## src/gosm_cfg.svh

```systemverilog
// Register map, field positions and reset values of the pin output selector.
// Assumes inclusion by bare name from the package and the design modules.
`ifndef GOSM_CFG_SVH
`define GOSM_CFG_SVH

// ----------------------------------------
// Register indices and byte addresses
// ----------------------------------------
`define GOSM_IDX_PIN0_CTL   8'h10
`define GOSM_IDX_PIN1_CTL   8'h11
`define GOSM_IDX_PORT_CFG   8'h20
`define GOSM_IDX_PIN_STS    8'h21
`define GOSM_ADDR_W         10
`define GOSM_BYTE_SHIFT     2

// ----------------------------------------
// Field layout of a pin control register
// ----------------------------------------
`define GOSM_SEL_HI         7
`define GOSM_SEL_LO         5
`define GOSM_SRC_HI         4
`define GOSM_SRC_LO         2
`define GOSM_VAL_BIT        1
`define GOSM_EN_BIT         0

// ----------------------------------------
// Reset values
// ----------------------------------------
`define GOSM_PIN_CTL_RST    8'h00
`define GOSM_PORT_CFG_RST   12'hfff

// ----------------------------------------
// Source codes
// ----------------------------------------
`define GOSM_SRC_RX_MAX     3'h3
`define GOSM_SRC_DEV        3'h4
`define GOSM_SRC_RSVD       3'h5
`define GOSM_SRC_TX0        3'h6
`define GOSM_SRC_TX1        3'h7

// ----------------------------------------
// Signal select codes
// ----------------------------------------
`define GOSM_SEL_0          3'h0
`define GOSM_SEL_1          3'h1
`define GOSM_SEL_2          3'h2
`define GOSM_SEL_3          3'h3
`define GOSM_SEL_4          3'h4
`define GOSM_SEL_5          3'h5
`define GOSM_SEL_6          3'h6
`define GOSM_SEL_7          3'h7

`endif

```

## src/gosm_pkg.sv

```systemverilog
// Types shared by the pin output selector modules.
// Assumes gosm_cfg.svh is on the include path.
package gosm_pkg;
`include "gosm_cfg.svh"

   // ----------------------------------------
   // Carriers
   // ----------------------------------------
   // Status of one receive port
   typedef struct packed {
      logic [3:0] remote_pin;
      logic       lock;
      logic       pass;
      logic       frame_valid;
      logic       line_valid;
   } gosm_rx_t;

   // Status of one transmit port
   typedef struct packed {
      logic       frame_valid;
      logic       line_valid;
      logic       synced;
      logic       irq;
   } gosm_tx_t;

   // Pin control register fields
   typedef struct packed {
      logic [2:0] signal_select;
      logic [2:0] source_select;
      logic       output_value;
      logic       output_enable;
   } gosm_ctl_t;

   // Port configuration: enabled receive ports and transmit port membership
   typedef struct packed {
      logic [3:0] rx_enable;
      logic [3:0] tx_rx_map0;
      logic [3:0] tx_rx_map1;
   } gosm_cfg_t;

   // Synchroniser state of one input
   typedef struct packed {
      logic [2:0] stage;
      logic       level;
   } gosm_sync_t;

   // Pin driver state
   typedef struct packed {
      logic data;
      logic oe_n;
   } gosm_pin_t;

endpackage

```

## src/gosm_top.sv

```systemverilog
// Output source selector for two general-purpose pins, with APB registers.
// Assumes status inputs from the link side are asynchronous to pclk.
`timescale 1ns/1ps
`include "gosm_cfg.svh"

// What this block does
// - Source field picks receive, status or transmit
// - Register-value mode drives the output-value bit
// - Driver enabled only when enable bit set
// - Receive codes 000 to 011 give remote pins
// - Receive codes 100/101 give lock and pass
// - Receive codes 110/111 give frame, line valid
// - Transmit codes 000/001 AND/OR selected pass
// - Transmit code 011 high during video line
// - Transmit code 100 gives multi-port synchronized
// - Transmit code 101 gives interrupt; 111 reserved
// - Second pin register at 0x11, resets zero
// - Status codes: value, lock OR/AND, pass, sync
// - First pin register at 0x10, resets zero
module gosm_top
   import gosm_pkg::*;
(
   input  wire logic              pclk,
   input  wire logic              presetn,
   input  wire logic              psel,
   input  wire logic              penable,
   input  wire logic              pwrite,
   input  wire logic [`GOSM_ADDR_W-1:0] paddr,
   input  wire logic [31:0]       pwdata,
   input  wire logic [3:0]        pstrb,
   output logic [31:0]            prdata,
   output logic                   pready,
   output logic                   pslverr,
   input  wire gosm_rx_t [3:0]    rx_status,
   input  wire gosm_tx_t [1:0]    tx_status,
   input  wire logic              frame_sync,
   output logic [1:0]             pin_out,
   output logic [1:0]             pin_oe_n
);

   // ----------------------------------------
   // State
   // ----------------------------------------
   typedef struct packed {
      gosm_ctl_t [1:0] pin_ctl;
      gosm_cfg_t       cfg;
      logic [31:0]     rdata;
      logic            ready;
      logic            err;
   } gosm_top_st_t;

   gosm_top_st_t st_r;
   gosm_top_st_t st_nxt;

   localparam int RX_W  = $bits(gosm_rx_t) * 4;
   localparam int TX_W  = $bits(gosm_tx_t) * 2;
   localparam int SIG_W = RX_W + TX_W + 1;

   logic [SIG_W-1:0] raw_sig;
   logic [SIG_W-1:0] sync_sig;
   gosm_rx_t [3:0]   rx_s;
   gosm_tx_t [1:0]   tx_s;
   logic             fsync_s;
   logic [1:0]       pin_q;
   logic [1:0]       oe_n_q;

   // ----------------------------------------
   // Input synchronisers
   // ----------------------------------------
   // Every link-side level is filtered; skew between bits of one
   // port is accepted since each bit is a slow status level
   assign raw_sig = {rx_status, tx_status, frame_sync};

   for (genvar g = 0; g < SIG_W; g++) begin : g_sync
      gosm_sync u_sync (
         .pclk    (pclk),
         .presetn (presetn),
         .din     (raw_sig[g]),
         .dout    (sync_sig[g])
      );
   end

   assign {rx_s, tx_s, fsync_s} = sync_sig;

   // ----------------------------------------
   // Pin selectors
   // ----------------------------------------
   for (genvar p = 0; p < 2; p++) begin : g_pin
      gosm_pin_mux u_mux (
         .pclk       (pclk),
         .presetn    (presetn),
         .ctl        (st_r.pin_ctl[p]),
         .cfg        (st_r.cfg),
         .rx         (rx_s),
         .tx         (tx_s),
         .frame_sync (fsync_s),
         .pin_out    (pin_q[p]),
         .pin_oe_n   (oe_n_q[p])
      );
   end

   // ----------------------------------------
   // APB slave
   // ----------------------------------------
   logic [`GOSM_ADDR_W-1:0] idx;
   logic                    access;
   logic                    hit;
   logic [31:0]             rd_word;

   assign idx    = paddr >> `GOSM_BYTE_SHIFT;
   assign access = psel && penable && !st_r.ready;

   // Read mux; the status word shows the pins' own driven state
   always_comb begin
      rd_word = '0;
      hit     = 1'b1;
      case (idx)
         `GOSM_ADDR_W'(`GOSM_IDX_PIN0_CTL): rd_word[7:0] = st_r.pin_ctl[0];
         `GOSM_ADDR_W'(`GOSM_IDX_PIN1_CTL): rd_word[7:0] = st_r.pin_ctl[1];
         `GOSM_ADDR_W'(`GOSM_IDX_PORT_CFG): rd_word[11:0] = st_r.cfg;
         `GOSM_ADDR_W'(`GOSM_IDX_PIN_STS):  rd_word[3:0] = {oe_n_q, pin_q};
         default:                           hit = 1'b0;
      endcase
   end

   // One wait state: answer one cycle after the access phase starts,
   // so a read returns the value registered at that edge
   always_comb begin
      st_nxt       = st_r;
      st_nxt.ready = access;
      st_nxt.err   = access && !hit;
      if (access) begin
         st_nxt.rdata = (!pwrite && hit) ? rd_word : '0;
      end
      if (access && pwrite && pstrb[0]) begin
         case (idx)
            `GOSM_ADDR_W'(`GOSM_IDX_PIN0_CTL):
               st_nxt.pin_ctl[0] = pwdata[7:0];
            `GOSM_ADDR_W'(`GOSM_IDX_PIN1_CTL):
               st_nxt.pin_ctl[1] = pwdata[7:0];
            `GOSM_ADDR_W'(`GOSM_IDX_PORT_CFG):
               st_nxt.cfg[7:0] = pwdata[7:0];
            default: ;
         endcase
      end
      if (access && pwrite && pstrb[1] && idx == `GOSM_ADDR_W'(`GOSM_IDX_PORT_CFG)) begin
         st_nxt.cfg[11:8] = pwdata[11:8];
      end
   end

   // Reset leaves both pins with drivers off
   always_ff @(posedge pclk or negedge presetn) begin
      if (!presetn) begin
         st_r.pin_ctl[0] <= `GOSM_PIN_CTL_RST;
         st_r.pin_ctl[1] <= `GOSM_PIN_CTL_RST;
         st_r.cfg        <= `GOSM_PORT_CFG_RST;                    // All ports enabled and mapped
         st_r.rdata      <= '0;
         st_r.ready      <= 1'b0;
         st_r.err        <= 1'b0;
      end else begin
         st_r <= st_nxt;
      end
   end

   // ----------------------------------------
   // Outputs
   // ----------------------------------------
   assign prdata   = st_r.rdata;
   assign pready   = st_r.ready;
   assign pslverr  = st_r.err;
   assign pin_out  = pin_q;
   assign pin_oe_n = oe_n_q;

endmodule

```

## src/gosm_sync.sv

```systemverilog
// Three-stage synchroniser with agreement filter for one level.
// Assumes the input is asynchronous to pclk.
`timescale 1ns/1ps
module gosm_sync
   import gosm_pkg::*;
(
   input  wire logic pclk,
   input  wire logic presetn,
   input  wire logic din,
   output logic      dout
);

   gosm_sync_t st_r;
   gosm_sync_t st_nxt;

   // Stage 0 feeds only stage 1; change taken when stages 1 and 2 agree
   always_comb begin
      st_nxt       = st_r;
      st_nxt.stage = {st_r.stage[1:0], din};
      if (st_r.stage[1] == st_r.stage[2]) begin
         st_nxt.level = st_r.stage[2];
      end
   end

   always_ff @(posedge pclk or negedge presetn) begin
      if (!presetn) begin
         st_r <= '0;
      end else begin
         st_r <= st_nxt;
      end
   end

   assign dout = st_r.level;

endmodule

```

## src/gosm_pin_mux.sv

```systemverilog
// Source and signal selection for one output pin.
// Assumes all status inputs are already in the pclk domain.
`timescale 1ns/1ps
`include "gosm_cfg.svh"
module gosm_pin_mux
   import gosm_pkg::*;
(
   input  wire logic        pclk,
   input  wire logic        presetn,
   input  wire gosm_ctl_t   ctl,
   input  wire gosm_cfg_t   cfg,
   input  wire gosm_rx_t [3:0] rx,
   input  wire gosm_tx_t [1:0] tx,
   input  wire logic        frame_sync,
   output logic             pin_out,
   output logic             pin_oe_n
);

   gosm_pin_t st_r;
   gosm_pin_t st_nxt;
   gosm_rx_t  rx_sel;
   gosm_tx_t  tx_sel;
   logic [3:0] lock_v;
   logic [3:0] pass_v;
   logic [3:0] en_lock;
   logic [3:0] en_pass;
   logic [3:0] tx_map;

   // Gather per-port lock and pass into vectors
   always_comb begin
      for (int i = 0; i < 4; i++) begin
         lock_v[i] = rx[i].lock;
         pass_v[i] = rx[i].pass;
      end
   end

   // Disabled ports count as neutral: one for AND, zero for OR
   assign en_lock = lock_v | ~cfg.rx_enable;
   assign en_pass = pass_v | ~cfg.rx_enable;
   assign rx_sel  = rx[ctl.source_select[1:0]];
   assign tx_sel  = tx[ctl.source_select[0]];
   assign tx_map  = ctl.source_select[0] ? cfg.tx_rx_map1 : cfg.tx_rx_map0;

   // Pick the pin level; reserved codes drive low
   always_comb begin
      st_nxt      = st_r;
      st_nxt.oe_n = ~ctl.output_enable;
      st_nxt.data = 1'b0;
      if (ctl.source_select <= `GOSM_SRC_RX_MAX) begin
         case (ctl.signal_select)
            `GOSM_SEL_0: st_nxt.data = rx_sel.remote_pin[0];
            `GOSM_SEL_1: st_nxt.data = rx_sel.remote_pin[1];
            `GOSM_SEL_2: st_nxt.data = rx_sel.remote_pin[2];
            `GOSM_SEL_3: st_nxt.data = rx_sel.remote_pin[3];
            `GOSM_SEL_4: st_nxt.data = rx_sel.lock;
            `GOSM_SEL_5: st_nxt.data = rx_sel.pass;
            `GOSM_SEL_6: st_nxt.data = rx_sel.frame_valid;
            `GOSM_SEL_7: st_nxt.data = rx_sel.line_valid;
            default:     st_nxt.data = 1'b0;
         endcase
      end else if (ctl.source_select == `GOSM_SRC_DEV) begin
         case (ctl.signal_select)
            `GOSM_SEL_0: st_nxt.data = ctl.output_value;
            `GOSM_SEL_1: st_nxt.data = |(lock_v & cfg.rx_enable);
            `GOSM_SEL_2: st_nxt.data = &en_lock;
            `GOSM_SEL_3: st_nxt.data = &en_pass;
            `GOSM_SEL_4: st_nxt.data = frame_sync;
            default:     st_nxt.data = 1'b0;
         endcase
      end else if (ctl.source_select != `GOSM_SRC_RSVD) begin
         case (ctl.signal_select)
            `GOSM_SEL_0: st_nxt.data = &(pass_v | ~tx_map);
            `GOSM_SEL_1: st_nxt.data = |(pass_v & tx_map);
            `GOSM_SEL_2: st_nxt.data = tx_sel.frame_valid;
            `GOSM_SEL_3: st_nxt.data = tx_sel.line_valid;
            `GOSM_SEL_4: st_nxt.data = tx_sel.synced;
            `GOSM_SEL_5: st_nxt.data = tx_sel.irq;
            default:     st_nxt.data = 1'b0;
         endcase
      end
   end

   always_ff @(posedge pclk or negedge presetn) begin
      if (!presetn) begin
         st_r <= '{data: 1'b0, oe_n: 1'b1};
      end else begin
         st_r <= st_nxt;
      end
   end

   assign pin_out  = st_r.data;
   assign pin_oe_n = st_r.oe_n;

endmodule

```

## config.mk

```make
export PLATFORM = sky130hd
export DESIGN_NAME = gosm_top
export DESIGN_NICKNAME = d
export VERILOG_FILES = /design/src/gosm_pkg.sv /design/src/gosm_top.sv /design/src/gosm_sync.sv /design/src/gosm_pin_mux.sv
export VERILOG_INCLUDE_DIRS = /design/src
export SDC_FILE = /design/constraint.sdc
export NUM_CORES = 1
export LEC_CHECK = 0
export ABC_AREA = 1
export BUFFER_PORTS_ARGS = -buffer_cell sky130_fd_sc_hd__clkbuf_2
export CORE_MARGIN = 2
export CORE_UTILIZATION = 46
export DETAILED_ROUTE_END_ITERATION = 8
export GPL_TIMING_DRIVEN = 0
export PLACE_DENSITY = 0.79
export SYNTH_ARGS = -nofsm -noshare
export SYNTH_HDL_FRONTEND = slang
export SYNTH_SLANG_ARGS = --single-unit
```

## constraint.sdc

```tcl
create_clock -name pclk -period 1.3 [get_ports pclk]
set_clock_uncertainty 0.1 [all_clocks]
set_input_delay 0.065 -clock pclk [delete_from_list [all_inputs] [get_ports pclk]]
set_output_delay 0.065 -clock pclk [all_outputs]
set_load 0.05 [all_outputs]
```

Word-level counts from Yosys, hierarchy flattened
Index checks and enable logic that the tools add are counted.
{"block": "op_classes", "reduce_logical": 24, "bitwise_logic": 12, "n_lt_le_gt_ge": 6, "n_mux": 27, "n_eq_ne": 63}
{"operator": "1-bit == test", "count": 41}
{"operator": "8-bit binary-select mux with 2-bit select", "count": 2}
{"operator": "3-bit == test (second input constant)", "count": 10}
{"operator": "4-bit 2-to-1 mux", "count": 7}
{"operator": "8-bit by 5-bit == test with 1-bit output (second input constant)", "count": 2}
{"operator": "8-bit by 6-bit == test with 1-bit output (second input constant)", "count": 2}
{"operator": "8-bit 2-to-1 mux", "count": 2}
{"operator": "4-bit bitwise OR", "count": 4}
{"operator": "1-bit one-hot mux with 8 select lines", "count": 2}
{"operator": "4-bit one-hot mux with 4 select lines", "count": 1}
{"operator": "4-bit AND reduction", "count": 4}
{"operator": "4-bit OR reduction", "count": 4}
{"operator": "4-bit AND", "count": 3}
{"operator": "3-bit by 2-bit == test with 1-bit output (second input constant)", "count": 4}
{"operator": "12-bit 2-to-1 mux", "count": 1}
{"operator": "4-bit NOT", "count": 3}
{"operator": "1-bit one-hot mux with 6 select lines", "count": 2}
{"operator": "4-bit one-hot mux with 3 select lines", "count": 1}
{"operator": "1-bit one-hot mux with 5 select lines", "count": 2}
{"operator": "1-bit logical AND", "count": 8}
{"operator": "1-bit 2-to-1 mux", "count": 7}
{"operator": "3-bit by 1-bit == test with 1-bit output (second input constant)", "count": 2}
{"operator": "3-bit by 2-bit less-or-equal comparator with 1-bit output (second input constant)", "count": 2}
{"operator": "3-bit zero test", "count": 2}
{"operator": "other kinds (6)", "count": 14}
{"block": "word_totals", "in_bits": 92, "register_bits": 230, "wordCells": 232, "output_inout_bits": 38}

Longest topological paths before layout
{"block": "depth", "ltp_word": 8, "depth_mapped": 12, "ltp_nobuf": 12}

Modules after synthesis
A second synthesis with hierarchy kept.
{"block": "unflattened", "hier_cells": 1010, "hier_area_um2": 8937.3}
{"module": "gosm_sync", "seq_area_each_um2": 100.1, "n_inst": 41, "cells_per_inst": 8, "area_each_um2": 116.4}
{"module": "gosm_top", "seq_area_each_um2": 1066.0, "n_inst": 1, "cells_per_inst": 276, "area_each_um2": 2334.7}
{"module": "gosm_pin_mux", "seq_area_each_um2": 51.3, "n_inst": 2, "cells_per_inst": 203, "area_each_um2": 915.9}

Worst setup path after synthesis
Ideal clock, no wire load.
{"block": "synth_path", "kind": "reg-to-reg", "startpoint": "register st_r (netlist bit pready)", "endpoint": "register st_r[58] (netlist name)", "stages_incl_launch_ff": 7, "setup_slack_ns": -0.347, "arrival_ns": 1.429, "path_buffers": 1, "synth_period_minus_slack_ns": 1.647, "setup_time_ns": 0.118, "cell_sequence": "dfrtp_1 -> nor2_4 -> and3_4 -> nand2_4 -> buf_6 -> nand2_1 -> o21ai_2"}
{"block": "synth_via", "elab_chain_len": 5}
{"item": "from (decl)", "line": "gosm_top.sv:52", "rtl": "gosm_top_st_t st_r;"}
{"item": "from (signal assigned)", "line": "gosm_top.sv:161", "rtl": "st_r <= st_nxt;"}
{"item": "1-bit zero test", "line": "gosm_top.sv:111", "rtl": "assign access = psel && penable && !st_r.ready;"}
{"item": "1-bit logical AND", "line": "gosm_top.sv:111"}
{"item": "via access", "line": "gosm_top.sv:106", "rtl": "logic access;"}
{"item": "1-bit logical AND (2 in series)", "line": "gosm_top.sv:135", "rtl": "if (access && pwrite && pstrb[0]) begin"}
{"item": "2-bit AND reduction (no line)"}
The timed path passes the listed nets, and every way through them passes these cells.
A chain may end at the register's enable or synchronous reset.

==> out/metrics.csv <==
metric,value,unit
status,"complete, but fails checks",
violations,"hold timing, setup timing",
hold_buffers,59,
clock_power_share,43.1,%
crit_path_top_delay_cell,dfrtp_2,
antenna_cells,0,
timing.rr.start,st_r[48],
rrSetupSlack,-360,ps
vias_per_cell,5.00,
hold_viol,89,
worstPathArrival,1960,ps
period_share,128,%
p_int,0.0111,W
ys_seq_area_share,63.8,%
crit_type,flop to flop,
ys.flop_type,dfrtp_1,
fmax,601,MHz
slowest_delay,470,ps
syn_area_per_cell,10.4,µm²
synth_edf_count,0,
nNetsFinal,1097,
vias,6221,
r2r_end,g_pin[0].u_mux.pin_out,
maxCapViolCount,0,
ios,130,
cts_root_buf,clkbuf_16,
cts_tree,built,
dp_hpwl,12.4,mm
drtIter0Drc,398,
leakage,5.43,nW
crit_top_cell,nand2_1,
insertion_delay,510,ps
ys_seq_elements,210,
areaGrowthSynthToFinish,36.2,%
path_clk_slew,70,ps
ir_drop,1.18,mV
drc_errors,0,
worst_r2r_path_depth,12,
syn-cell-area,8260,µm²
seq_power_share,48.9,%
io_buffers,85,
critPathRequiredTime,1600,ps
placementRows,48,
grt_setup_unrepaired,yes,
setup_viol,45,
tns,-5550,ps
power,0.0145,W
slew_headroom,54.4,%
numCtsBuffers,22,
drt-pass1-iter-count,5,
gp_congestion,0.894,
worstPathMaxFanout,5,
coreArea,17400,µm²
antenna_left,0,
die_area,19000,µm²
antenna_found_initial,0,
cts.sinks,210,
cts_max_path_buffers,3,
grt_pass1_wl,31.5,mm
cp.buffers_inverters,3,
syn_inst,796,
worstHoldPathType,primary input to asynchronous set/reset pin,
swShare,23.6,%
htreeDepth,1,
die_w,138,µm
grt_max_degree,126,
grt_pass1_vias,6172,
start_util,47.4,%
finalMaxSlewViolations,0,
crit_family,simple AND/OR/NAND/NOR gates,
tightestPinTransition,685,ps
fin_ws,-365,ps
grt-ovfl-total,0,
power.density,1290,nW/µm²
die_h,138,µm
ys_async_sr_fraction,100,%
min_period,1660,ps
power_switching,0.00344,W
drive_above_1_share,31.4,%
start_kind,flop,
wl,20.6,mm
synth_cell_types,33,
grt_usage,21.6,%
worstPathCellList,clkinv_4 -> buf_16 -> nand2_1 -> nand2_1 -> nand2_1 -> nand2_1 -> nand2_1 -> nand2_1 -> nor2_2 -> nand4_1 -> nand2_2 -> inv_2,
wire_per_inst,16.6,µm
holdWs,-502,ps
yosysWarnings,0,
combPwrFrac,8.0,%
end_kind,flop,
[synthesized netlist by cell type (2+ instances only)]
cell type  instances  area (µm²)
a31oi_1            2        12.5
nor2_1            37         139
nand3_2            2        20.0
nor3_1             4        20.0
o21ai_2            8        70.1
dfstp_2           14         368
nor2_4             4        45.0
mux2_4             4        60.1
dfrtp_1          196        4900
inv_1             57         214
nor3_2             3        30.0
nand4_1            6        37.5
buf_1              2        7.51
a21oi_1           10        50.1
o21ai_1           23         115
buf_6              3        33.8
o211ai_1           2        15.0
inv_2              7        26.3
buf_4             28         210
maj3_1            41         410
buf_2              8        40.0
o21ai_0            5        25.0
nand3_1           55         275
nor2_2             6        37.5
nand2_1          258         968
nand2_4            4        45.0
[how the worst max path moves through the flow]
stage / start / to / slack (ps) / depth (start not counted)
4_1_cts: st_r[48] / g_pin[0].u_mux.pin_out / -280 / 11
3_5_place_dp: st_r[60] / g_pin[1].u_mux.pin_out / -530 / 11
5_1_grt: st_r[49] / g_pin[0].u_mux.pin_out / -430 / 9
2_1_floorplan: pready / st_r[58] / -210 / 6
6_report: st_r[48] / g_pin[0].u_mux.pin_out / -360 / 12
3_3_place_gp: presetn / pready / -4110 / 1
[stage by stage]
step	util (%)	area [µm²]	setup slack, ps	std cells
floorplan	-	8370	-212	815
global placement	52.1	9070	-4110	1125
detailed placement	52.3	9110	-535	1126
CTS	62.9	11000	-277	1239
global route	64.6	11200	-428	1245
finish	64.6	11200	-365	1245
[cells in the final DEF (no fill, tap or decap), drive strengths merged]
cell / instances
bufinv: 2
nor2: 48
nand4: 7
a22oi: 1
dfrtp: 196
clkinvlp: 3
buf: 69
dfstp: 14
maj3: 41
a31oi: 2
nand3: 57
nor3: 7
nand2: 263
mux2: 4
a21oi: 10
dlygate4sd3: 59
clkinv: 9
inv: 63
o211ai: 2
clkbuf: 106
o21ai: 36
and3: 1
conb: 20
[repair_timing]
action / in CTS / in global routing
gates resized for setup: 104 / 70
endpoints found under the hold margin: 165 / 83
endpoints found under the setup margin: 56 / 55
pin swaps: 10 / 25
gates cloned: 5 / 1
setup buffers: 14 / 6
[logic make-up after synthesis]
family                     synth area share [%]
adders and majority gates                  4.97
buffers and inverters                      6.48
other                                    0.0454
AOI/OAI and AO/OA                          3.64
muxes                                     0.727
and+or+nand+nor                            20.3
DFF                                        63.8
[final cells by class]
| class | instances | area [µm²] |
|---|---|---|
| Inverter | 64 | 254 |
| Buffer | 38 | 359 |
| Tap cell | 225 | 282 |
| Fill cell | 1313 | 6170 |
| Clock inverter | 13 | 143 |
| Multi-Input combinational cell | 499 | 2810 |
| Sequential cell | 210 | 5280 |
| Timing Repair Buffer | 170 | 1520 |
| Clock buffer | 26 | 596 |
[metal layers]
layer | vias to the layer above | part of all wire, % | GRT usage (%) | wire length (µm)
li1 | 2915 | - | - | -
met4 | 0 | 3.0 | 8.50 | 625
met2 | 242 | 49 | 35.4 | 10000
met1 | 3014 | 42 | 28.9 | 8620
met5 | - | 0 | 0 | 0
met3 | 50 | 6.5 | 3.87 | 1340
[state kept, by name, indices dropped and copies added (netlist names)]
name                  flops
pready                    1
g_sync.u_sync.st_r       41
g_sync.u_sync.dout       41
pslverr                   1
st_r                     28
prdata                   12
g_pin.u_mux.pin_out       2
g_pin.u_mux.pin_oe_n      2
g_sync.u_sync.st_nxt     82
[worst register-to-register path: stages (launching register included)]
cell and delay, ps:
dfrtp_2 470, clkinv_4 120, buf_16 150, nand2_1 50, nand2_1 50, nand2_1 50, nand2_1 50, nand2_1 50
nand2_1 60, nor2_2 120, nand4_1 120, nand2_2 130, inv_2 40
[power by group through the flow]
stage	combinational, W	sequential [W]	clock (W)
finish	0.00116	0.00710	0.00627
global route	0.00128	0.00714	0.00669
CTS	0.00112	0.00711	0.00638
detailed placement	0.000907	0.00721	0
global placement	0.000873	0.00720	0
floorplan	0.000558	0.00714	0
No activity file was read; power rests on OpenSTA's default activity.
